==> src/uwc_pkg.sv <==
// Constants and types shared by the up/down wiper host controller.
// Assumes a 100 MHz core clock and a three-pin tap-stepping target.
package uwc_pkg;

  // Core clock rate in MHz
  localparam int unsigned UWC_CLK_MHZ = 100;

  // Tap geometry of the target
  localparam int unsigned UWC_POS_W = 7;
  localparam int unsigned UWC_TAP_COUNT = 100;
  localparam logic [6:0] UWC_POS_LOW = 7'h00;
  localparam logic [6:0] UWC_POS_HIGH = 7'h63;
  localparam logic [6:0] UWC_POS_ONE = 7'h01;
  localparam logic [6:0] UWC_HOME_STEPS = 7'h63;

  // Pin levels
  localparam logic UWC_DIR_UP = 1'b1;
  localparam logic UWC_DIR_DOWN = 1'b0;
  localparam logic UWC_PIN_HIGH = 1'b1;
  localparam logic UWC_PIN_LOW = 1'b0;

  // Pin timing in ns; plain defaults, the target's sheet is not at hand
  localparam int unsigned UWC_T_SETUP_NS = 100;
  localparam int unsigned UWC_T_PULSE_NS = 500;
  localparam int unsigned UWC_T_STORE_NS = 10000000;

  // Least times round up to whole cycles
  localparam int unsigned UWC_SETUP_CYC =
    (UWC_T_SETUP_NS * UWC_CLK_MHZ + 999) / 1000;
  localparam int unsigned UWC_PULSE_CYC =
    (UWC_T_PULSE_NS * UWC_CLK_MHZ + 999) / 1000;

  // Phase timer width, enough for the store wait
  localparam int unsigned UWC_TIMER_W = 24;

  // Sequencer states
  typedef enum logic [2:0] {
    UWC_IDLE = 3'b000,
    UWC_SEL = 3'b001,
    UWC_FALL = 3'b010,
    UWC_RISE = 3'b011,
    UWC_PREP = 3'b100,
    UWC_DESEL = 3'b101,
    UWC_RECOVER = 3'b110
  } uwc_state_e;

endpackage

==> src/uwc_phase_timer.sv <==
// Down-counting phase timer for the pin sequencer.
// Assumes the caller loads it on the cycle it enters a timed phase.
`timescale 1ns/10ps
`default_nettype none
module uwc_phase_timer #(
  parameter int unsigned TW = 24
) (
  input wire logic core_clk_in,
  input wire logic resetn_in,
  input wire logic load_in,
  input wire logic [TW-1:0] load_val_in,
  output logic expired_out
);

  logic [TW-1:0] count_q; // Cycles still to wait
  logic [TW-1:0] count_d;

  // Load wins; otherwise count down and rest at zero
  always_comb begin
    count_d = count_q;
    if (load_in) begin
      count_d = load_val_in;
    end else if (count_q != '0) begin
      count_d = count_q - TW'(1);
    end
  end

  // Register the count
  always_ff @(posedge core_clk_in or negedge resetn_in) begin
    if (!resetn_in) begin
      count_q <= '0;
    end else begin
      count_q <= count_d;
    end
  end

  // Expired whenever the count rests at zero
  assign expired_out = (count_q == '0);

endmodule
`default_nettype wire

==> src/uwc_host.sv <==
// Host controller that steps and stores an up/down wiper target.
// Assumes the target samples select, direction and strobe as plain
// levels; the user hands over one command at a time.
`timescale 1ns/10ps
`default_nettype none
module uwc_host
  import uwc_pkg::*;
#(
  parameter int unsigned STORE_NS = UWC_T_STORE_NS,
  parameter int unsigned TW = UWC_TIMER_W
) (
  input wire logic core_clk_in,
  input wire logic resetn_in,
  input wire logic cmd_valid_in,
  output logic cmd_ready_out,
  input wire logic cmd_up_in,
  input wire logic [UWC_POS_W-1:0] cmd_steps_in,
  input wire logic cmd_store_in,
  input wire logic cmd_home_in,
  output logic cs_n_out,
  output logic ud_out,
  output logic inc_out,
  output logic busy_out,
  output logic done_out,
  output logic [UWC_POS_W-1:0] pos_out,
  output logic pos_known_out,
  output logic [UWC_POS_W-1:0] stored_pos_out,
  output logic stored_known_out
);

  // Store wait: a least time, so round up
  localparam int unsigned STORE_CYC =
    (STORE_NS * UWC_CLK_MHZ + 999) / 1000;

  // Timer loads hold one less, since zero itself is one cycle
  localparam logic [TW-1:0] LD_SETUP = TW'(UWC_SETUP_CYC - 1);
  localparam logic [TW-1:0] LD_PULSE = TW'(UWC_PULSE_CYC - 1);
  localparam logic [TW-1:0] LD_STORE = TW'(STORE_CYC - 1);

  uwc_state_e state_q; // Sequencer state
  uwc_state_e state_d;
  logic cs_n_q; // Select pin, active low
  logic cs_n_d;
  logic inc_q; // Step strobe pin
  logic inc_d;
  logic ud_q; // Direction pin
  logic ud_d;
  logic [UWC_POS_W-1:0] steps_q; // Strobe falls still owed
  logic [UWC_POS_W-1:0] steps_d;
  logic store_q; // Commit on exit
  logic store_d;
  logic home_q; // Running a homing sweep
  logic home_d;
  logic [UWC_POS_W-1:0] pos_q; // Mirror of target counter
  logic [UWC_POS_W-1:0] pos_d;
  logic pos_known_q; // Mirror is trusted
  logic pos_known_d;
  logic [UWC_POS_W-1:0] stored_q; // Mirror of stored setting
  logic [UWC_POS_W-1:0] stored_d;
  logic stored_known_q; // Stored mirror is trusted
  logic stored_known_d;
  logic done_q; // End of command pulse
  logic done_d;

  logic tmr_load; // Start a timed phase
  logic [TW-1:0] tmr_val; // Length of that phase in cycles, less one
  logic tmr_expired; // Phase time used up

  // Saturating one-tap move of the mirror
  function automatic logic [UWC_POS_W-1:0] uwc_step(
    input logic [UWC_POS_W-1:0] pos,
    input logic up
  );
    logic [UWC_POS_W-1:0] nxt;
    nxt = pos;
    if (up == UWC_DIR_UP) begin
      if (pos < UWC_POS_HIGH) begin
        nxt = pos + UWC_POS_ONE;
      end
    end else if (pos > UWC_POS_LOW) begin
      nxt = pos - UWC_POS_ONE;
    end
    return nxt;
  endfunction

  // Phase timer shared by every timed state
  uwc_phase_timer #(
    .TW(TW)
  ) u_timer (
    .core_clk_in(core_clk_in),
    .resetn_in(resetn_in),
    .load_in(tmr_load),
    .load_val_in(tmr_val),
    .expired_out(tmr_expired)
  );

  // Next values of the pin sequencer and mirrors
  always_comb begin
    state_d = state_q;
    cs_n_d = cs_n_q;
    inc_d = inc_q;
    ud_d = ud_q;
    steps_d = steps_q;
    store_d = store_q;
    home_d = home_q;
    pos_d = pos_q;
    pos_known_d = pos_known_q;
    stored_d = stored_q;
    stored_known_d = stored_known_q;
    done_d = 1'b0;
    tmr_load = 1'b0;
    tmr_val = '0;
    unique case (state_q)
      UWC_IDLE: begin
        // Standby: select high, strobe parked high
        if (cmd_valid_in) begin
          cs_n_d = UWC_PIN_LOW;
          inc_d = UWC_PIN_HIGH;
          home_d = cmd_home_in;
          if (cmd_home_in) begin
            // Homing: walk down the full span, ends clip extra falls
            ud_d = UWC_DIR_DOWN;
            steps_d = UWC_HOME_STEPS;
            store_d = 1'b0;
          end else begin
            ud_d = cmd_up_in;
            steps_d = cmd_steps_in;
            store_d = cmd_store_in;
          end
          state_d = UWC_SEL;
          tmr_load = 1'b1;
          tmr_val = LD_SETUP;
          if (!cmd_home_in && !cmd_store_in && cmd_steps_in == '0) begin
            // Nothing to move or keep: leaving without a store needs a
            // low strobe, and lowering it while selected is a step
            cs_n_d = UWC_PIN_HIGH;
            state_d = UWC_RECOVER;
          end
        end
      end
      UWC_SEL, UWC_RISE: begin
        // Selected with strobe high; decide next move
        if (tmr_expired) begin
          tmr_load = 1'b1;
          if (steps_q != '0) begin
            inc_d = UWC_PIN_LOW;
            pos_d = uwc_step(pos_q, ud_q);
            state_d = UWC_FALL;
            tmr_val = LD_PULSE;
          end else begin
            // Only a storing command runs out of falls with strobe high;
            // plain moves leave from the strobe-low phase instead
            cs_n_d = UWC_PIN_HIGH;
            stored_d = pos_q;
            stored_known_d = pos_known_q;
            state_d = UWC_DESEL;
            tmr_val = LD_STORE;
          end
        end
      end
      UWC_FALL: begin
        // Strobe low phase; the fall has already moved the wiper
        if (tmr_expired) begin
          steps_d = steps_q - UWC_POS_ONE;
          tmr_load = 1'b1;
          tmr_val = LD_PULSE;
          if (steps_q == UWC_POS_ONE && !store_q) begin
            // Last fall of a plain move: strobe stays low so the
            // coming deselect does not commit, and no extra fall
            state_d = UWC_PREP;
          end else begin
            inc_d = UWC_PIN_HIGH;
            state_d = UWC_RISE;
          end
        end
      end
      UWC_PREP: begin
        // Strobe low and settled; now release select
        if (tmr_expired) begin
          cs_n_d = UWC_PIN_HIGH;
          if (home_q) begin
            // Full downward sweep pins the target at the low end
            pos_d = UWC_POS_LOW;
            pos_known_d = 1'b1;
          end
          state_d = UWC_DESEL;
          tmr_load = 1'b1;
          tmr_val = LD_SETUP;
        end
      end
      UWC_DESEL: begin
        // Deselected; strobe may now move freely
        if (tmr_expired) begin
          inc_d = UWC_PIN_HIGH;
          state_d = UWC_RECOVER;
          tmr_load = 1'b1;
          tmr_val = LD_SETUP;
        end
      end
      UWC_RECOVER: begin
        // Let strobe settle high before the next select
        if (tmr_expired) begin
          done_d = 1'b1;
          state_d = UWC_IDLE;
        end
      end
      default: begin
        // Unused code: park safely in standby
        cs_n_d = UWC_PIN_HIGH;
        inc_d = UWC_PIN_HIGH;
        state_d = UWC_IDLE;
      end
    endcase
  end

  // Register sequencer and mirrors
  always_ff @(posedge core_clk_in or negedge resetn_in) begin
    if (!resetn_in) begin
      state_q <= UWC_IDLE;
      cs_n_q <= 1'b1;
      inc_q <= 1'b1;
      ud_q <= 1'b0;
      steps_q <= '0;
      store_q <= 1'b0;
      home_q <= 1'b0;
      pos_q <= '0;
      pos_known_q <= 1'b0;
      stored_q <= '0;
      stored_known_q <= 1'b0;
      done_q <= 1'b0;
    end else begin
      state_q <= state_d;
      cs_n_q <= cs_n_d;
      inc_q <= inc_d;
      ud_q <= ud_d;
      steps_q <= steps_d;
      store_q <= store_d;
      home_q <= home_d;
      pos_q <= pos_d;
      pos_known_q <= pos_known_d;
      stored_q <= stored_d;
      stored_known_q <= stored_known_d;
      done_q <= done_d;
    end
  end

  // Power-up value is unknown to the host until a homing sweep
  assign cmd_ready_out = (state_q == UWC_IDLE);
  assign busy_out = (state_q != UWC_IDLE);
  assign cs_n_out = cs_n_q;
  assign inc_out = inc_q;
  assign ud_out = ud_q;
  assign done_out = done_q;
  assign pos_out = pos_q;
  assign pos_known_out = pos_known_q;
  assign stored_pos_out = stored_q;
  assign stored_known_out = stored_known_q;

endmodule
`default_nettype wire

==> config.mk <==
export PLATFORM = sky130hd
export DESIGN_NAME = uwc_host
export DESIGN_NICKNAME = d
export VERILOG_FILES = /design/src/uwc_pkg.sv /design/src/uwc_phase_timer.sv /design/src/uwc_host.sv
export SDC_FILE = /design/constraint.sdc
export NUM_CORES = 1
export LEC_CHECK = 0
export ABC_AREA = 1
export BUFFER_PORTS_ARGS = -buffer_cell sky130_fd_sc_hd__buf_2
export CAP_MARGIN = 20
export CORE_ASPECT_RATIO = 0.75
export CORE_UTILIZATION = 42
export DETAILED_ROUTE_END_ITERATION = 10
export PLACE_DENSITY = 0.59
export SETUP_SLACK_MARGIN = 0.05
export SLEW_MARGIN = 20
export SYNTH_ARGS = -nofsm -noshare
export SYNTH_HDL_FRONTEND = slang
export SYNTH_SLANG_ARGS = --single-unit
export TNS_END_PERCENT = 1
==> constraint.sdc <==
create_clock -name core_clk_in -period 4.6 [get_ports core_clk_in]
set_input_delay 0.23 -clock core_clk_in [delete_from_list [all_inputs] [get_ports core_clk_in]]
set_output_delay 0.23 -clock core_clk_in [all_outputs]
set_load 0.03 [all_outputs]
Yosys cells after proc, flatten, opt, wreduce, memory -nomap -nowiden --
Index checks and enable logic that the tools add are counted.
Storage, ports and cells: bits of input ports 13, register bits 56, output and inout port bits 22, word-level logic and storage cells 117
Operators by class: $lt $le $gt $ge 2, reduce and logical (&&, ||, !) cells 28, equal/unequal tests 19, bitwise gates (word level) 3, muxes and demuxes 48, add/sub/neg operators 4
Operators by type and width (number):
- $pmux W20 S4 | 1
- $mux W7 | 10
- $mux W24 | 2
- $mux W20 | 2
- $pmux W7 S2 | 2
- $mux W3 | 9
- $logic_not A24 Y1 | 1
- $reduce_bool A24 Y1 | 1
- $sub A24 B1 Y24 const B | 1
- $ne A2 B2 Y1 const B | 10
- $pmux W3 S6 | 1
- $mux W1 | 15
- $reduce_and A7 Y1 | 2
- $sub A7 B1 Y7 const B | 2
- $eq A3 B3 Y1 const B | 3
- $reduce_and A3 Y1 | 3
- $mux W4 | 2
- $add A7 B1 Y7 const B | 1
- $eq A7 B1 Y1 const B | 1
- $gt A7 B1 Y1 const B | 1
- $logic_not A7 Y1 | 1
- $lt A7 B7 Y1 const B | 1
- $reduce_bool A7 Y1 | 1
- $eq A3 B2 Y1 const B | 2
- other kinds (18) | 29

Depth between registers and ports, before layout --
depth after elaboration 6, depth in mapped cells 13, mapped depth without buffers 12

Hierarchy --
A second synthesis with hierarchy kept.
Second synthesis, totals: cells, all modules 558, area total of the unflattened synthesis 3747.3 um^2
By module, submodules not included:
- uwc_host | area an instance 2097.0 um^2, cells each 304, seq. area each 803.3 um^2, instances 1
- uwc_phase_timer | area an instance 1650.3 um^2, cells each 254, seq. area each 600.6 um^2, instances 1

Worst setup path before layout --
OpenSTA, ideal clock, no wires.
path kind reg2reg, start point register ud_q (netlist: ud_out), end point register pos_q[5] (netlist: pos_out[5]), arrival 1774 ps, buffers on the path 1, period minus slack after synthesis 1891 ps, setup time 117 ps, stages on the path, launching flop included 12, setup slack 2709 ps, data required time 4483 ps, path through dfrtp_1 -> inv_1 -> ha_1 -> clkbuf_1 -> nand2_1 -> inv_1 -> o21ai_0 -> nand4_1 -> nand2_1 -> inv_1 -> nand3_1 -> nand2_1
On the way: word-level cells in the longest chain between the ends 4, elaborated cells on any way between the ends 7, classes of those cells eq/ne: 2; mux: 4; reduce/logical: 1
RTL lines:
- start: declaration | RTL line uwc_host.sv:46 | logic ud_q;
- start signal: assignment | RTL line uwc_host.sv:235 | ud_q <= ud_d;
- $mux W7 | RTL line uwc_host.sv:76 | if (up == UWC_DIR_UP) begin
- $mux W7 | RTL line uwc_host.sv:145 | if (steps_q != '0) begin
- $mux W7 | RTL line uwc_host.sv:143 | if (tmr_expired) begin
- $pmux W7 S2 | RTL line uwc_host.sv:113 | unique case (state_q)
- end signal: assignment | RTL line uwc_host.sv:239 | pos_q <= pos_d;
- end: declaration | RTL line uwc_host.sv:54 | logic [UWC_POS_W-1:0] pos_q;
Several ways; a longest one is shown, not always the timed one. The select of a mux whose other input is x is not followed. A chain may end at the register's enable or synchronous reset.

Final worst setup path --
start point register u_timer.count_q[0], end point register state_q[0]
On the way: word-level cells in the longest chain between the ends 3, elaborated cells on any way between the ends 7, classes of those cells eq/ne: 5; reduce/logical: 2
RTL lines:
- start: declaration | RTL line uwc_phase_timer.sv:15 | logic [TW-1:0] count_q;
- start signal: assignment | RTL line uwc_phase_timer.sv:33 | count_q <= count_d;
- $logic_not A24 Y1 * | RTL line uwc_phase_timer.sv:38 | assign expired_out = (count_q == '0);
- $ne A2 B2 Y1 (no source line)
- $reduce_and A6 Y1 (no source line) *
- end signal: assignment | RTL line uwc_host.sv:232 | state_q <= state_d;
- end: declaration | RTL line uwc_host.sv:40 | uwc_state_e state_q;
Mark *: on every way between the ends. The rest lies on a longest branch, timed or not.

==> results.py <==
metrics = {
    "floorplanning": {
        "start_util_pct": 44.4,
        "die_y_um": 84.7,
        "rows": 29,
        "coreArea_sq_um": 8640,
        "die-area_sq_um": 9510,
        "die_x_um": 112,
        "ios": 35,
    },
    "layout": {
        "drive_gt1_share_pct": 17.1,
        "multi_input_area_sq_um": 2130,
        "num-fill-cells": 844,
        "nets": 586,
        "regArea_sq_um": 1400,
        "final_cell_count_no_fill": 671,
        "postLayoutCellArea_sq_um": 4240,
        "final_common_cell": "nand2_1",
        "diodes": 0,
        "final_cell_mix": "nand2_1 (156), nor2_1 (64), inv_1 (55)",
        "area_growth_pct": 10.7,
    },
    "detailed_routing": {
        "first_pass_iters": 8,
        "first_iter_violations": 185,
        "totalWireLength_mm": 9.05,
        "detail_route.wl_per_cell_um": 13.5,
        "drc": 3,
        "num_vias": 3334,
        "vias_per_cell": 4.97,
        "ant_nets": 0,
    },
    "outcome": {
        "violations": "DRC",
        "outcome": "complete, but fails checks",
    },
    "timing": {
        "setup_viol": 0,
        "fin_skew_ns": 0.00745,
        "fin_crit_sh_pct": 41.9,
        "rsz0062_at_grt": "no",
        "whs_ns": 0.0696,
        "max_freq_mhz": 519,
        "final.setup.tns_ns": 0,
        "maxSlewHeadroom_pct": 50.8,
        "hold_viol_final": 0,
        "drv_slew": 0,
        "min_period_ns": 1.93,
        "worst_pin_slew_ns": 0.738,
    },
    "worst_setup_path": {
        "cpPeakStageDelay_ns": 0.39,
        "arrival_ns": 2.17,
        "crit_path_end_kind": "register",
        "cp-start-kind": "register",
        "critical_path.cell_chain": "inv_1 -> ha_1 -> inv_1 -> nor2_1 -> nand2_1 -> nor2_2 -> nand3_4 -> nand2_4 -> nand2_4 -> inv_4 -> o21ai_0 -> nand2_1",
        "cp.required_ns": 4.84,
        "crit_path_top_delay_cell": "dfrtp_1",
        "path_max_fanout": 16,
        "path_buf_inv": 3,
        "cp_top_family": "simple AND/OR/NAND/NOR gates",
        "rrSetupSlack_ns": 2.67,
        "crit_type": "reg -> reg",
    },
    "placed_design": {
        "post-place-cells": 663,
        "placed_area_sq_um": 4080,
        "portBuffers": 34,
        "dp_hpwl_mm": 6.96,
        "place_congestion": 0.879,
    },
    "global_route": {
        "grt_max_degree": 57,
        "grt_overflow": 0,
        "use_met3_pct": 3.68,
        "antenna_found_initial": 0,
        "grt.total_usage_pct": 20.5,
        "grt_util_met2_pct": 27.8,
        "grt_pass1_vias": 3004,
        "grt_util_met1_pct": 33.1,
        "grt.busiest_layer": "met1",
        "grt_pass1_wl_mm": 15.3,
    },
    "cts": {
        "cts_setup_buffers": 0,
        "cts_buffers": 5,
        "cts.sinks": 56,
        "clock_latency_ns": 0.30,
        "clockBufferDepth": 2,
        "cts_tree": "done",
        "cts.clk_slew.worst_paths_ns": 0.07,
        "cts_root_buf": "clkbuf_16",
        "cts_hold_buf": 0,
        "htree_levels": 2,
        "cts_resized": 0,
    },
    "synth": {
        "seq_area_frac_synth_pct": 36.6,
        "synth_edf_count": 0,
        "netlist.area_leader.share_pct": 35.3,
        "yosysWarningCount": 0,
        "synth_top_area_cell": "dfrtp_1",
        "synth_ff_type": "dfrtp_1",
        "syn_nets": 551,
        "synthTopCellsByArea": "dfrtp_1 (35%), nand2_1 (15%), nor2_1 (6.3%)",
        "yosysUniqueCellTypes": 34,
        "ys_async_sr_fraction_pct": 100,
        "synth.avg_cell_area_sq_um": 7.27,
        "synth_cells": 527,
        "synth_seq_cells": 56,
        "netlist_area_sq_um": 3830,
    },
    "power_and_ir_drop": {
        "p_leak_nw": 2.28,
        "ir_worst_vdd_uv": 401,
        "powerDensity_nw_per_um2": 849,
    },
    "flow_run": {
        "cap_violations": 0,
    },
    "worst_hold_path": {
        "hp-class": "in -> async",
    },
}
area by class of cell:
| cell class | count | share of cell area, % |
|---|---|---|
| flip-flops and latches | 56 | 33.1 |
| inverters | 62 | 5.54 |
| multi-input cells | 402 | 50.2 |
| clock buffers | 7 | 3.12 |
| clock inverters | 1 | 0.708 |
| repair buffers | 35 | 4.19 |
| well taps | 108 | 3.18 |
final timing paths:
| kind | start | endpoint | cells after the start |
|---|---|---|---|
| setup reg to reg | u_timer.count_q[0] | state_q[0] | 12 |
| max in group asynchronous | resetn_in | steps_q[4] | 2 |
| min in group core_clk_in | cmd_up_in | ud_out | 3 |
| hold / removal | resetn_in | u_timer.count_q[15] | 2 |
| hold reg to reg | cs_n_out | cs_n_out | 2 |
| setup / recovery | u_timer.count_q[0] | state_q[0] | 12 |
registers in the layout (all words and copies together), names as in the netlist, 3 cells and up:
register         cells
stored_pos_out       7
steps_q              7
u_timer.count_q     24
pos_out              7
state_q              3
where the power goes:
| group | switching (W) | internal [W] |
|---|---|---|
| clock | 0.000180 | 0.000258 |
| combinational | 0.00152 | 0.000754 |
| sequential | 0.000203 | 0.000688 |
synthesized netlist by cell type (2+ instances only):
library cell and instances:
inv_2 6, dfstp_2 2, nand2_1 156, nand4_1 12, xor2_1 17, buf_6 2
nor2_4 6, nand2_4 4, nor2_1 64, a21oi_1 16, dfrtp_1 54, inv_1 55
o21ai_0 24, nor2_2 10, nor3_2 9, nand3b_1 5, nand2_2 5, buf_2 2
o21ai_2 8, o21ai_1 4, nand3_1 34, nor3_1 6, xnor2_1 6, ha_1 10
stage by stage:
stage / setup slack [ns] / utilization [%] / power [W]
2_1_floorplan: 2.71 / - / 0.00273
3_3_place_gp: 2.72 / 47.3 / 0.00314
3_5_place_dp: 2.69 / 47.3 / 0.00315
4_1_cts: 2.68 / 49.1 / 0.00360
5_1_grt: 2.41 / 49.1 / 0.00396
6_report: 2.67 / 49.1 / 0.00360
routing by layer:
layer	up-vias	routed length, um
met2	67	3500
met3	5	416
met5	-	0
li1	1748	-
met4	0	76
met1	1514	5060
cell families after synthesis:
| family | count (synthesis) | synth area share (%) |
|---|---|---|
| AND/OR/NAND/NOR | 314 | 38.3 |
| buffers and inverters | 69 | 7.80 |
| flip-flops | 56 | 36.6 |
| AO/OA/AOI/OAI | 54 | 8.20 |
| XOR/XNOR | 23 | 5.26 |
| adder cells (fa/ha/maj) | 11 | 3.79 |
No activity file was read; power rests on OpenSTA's default activity.
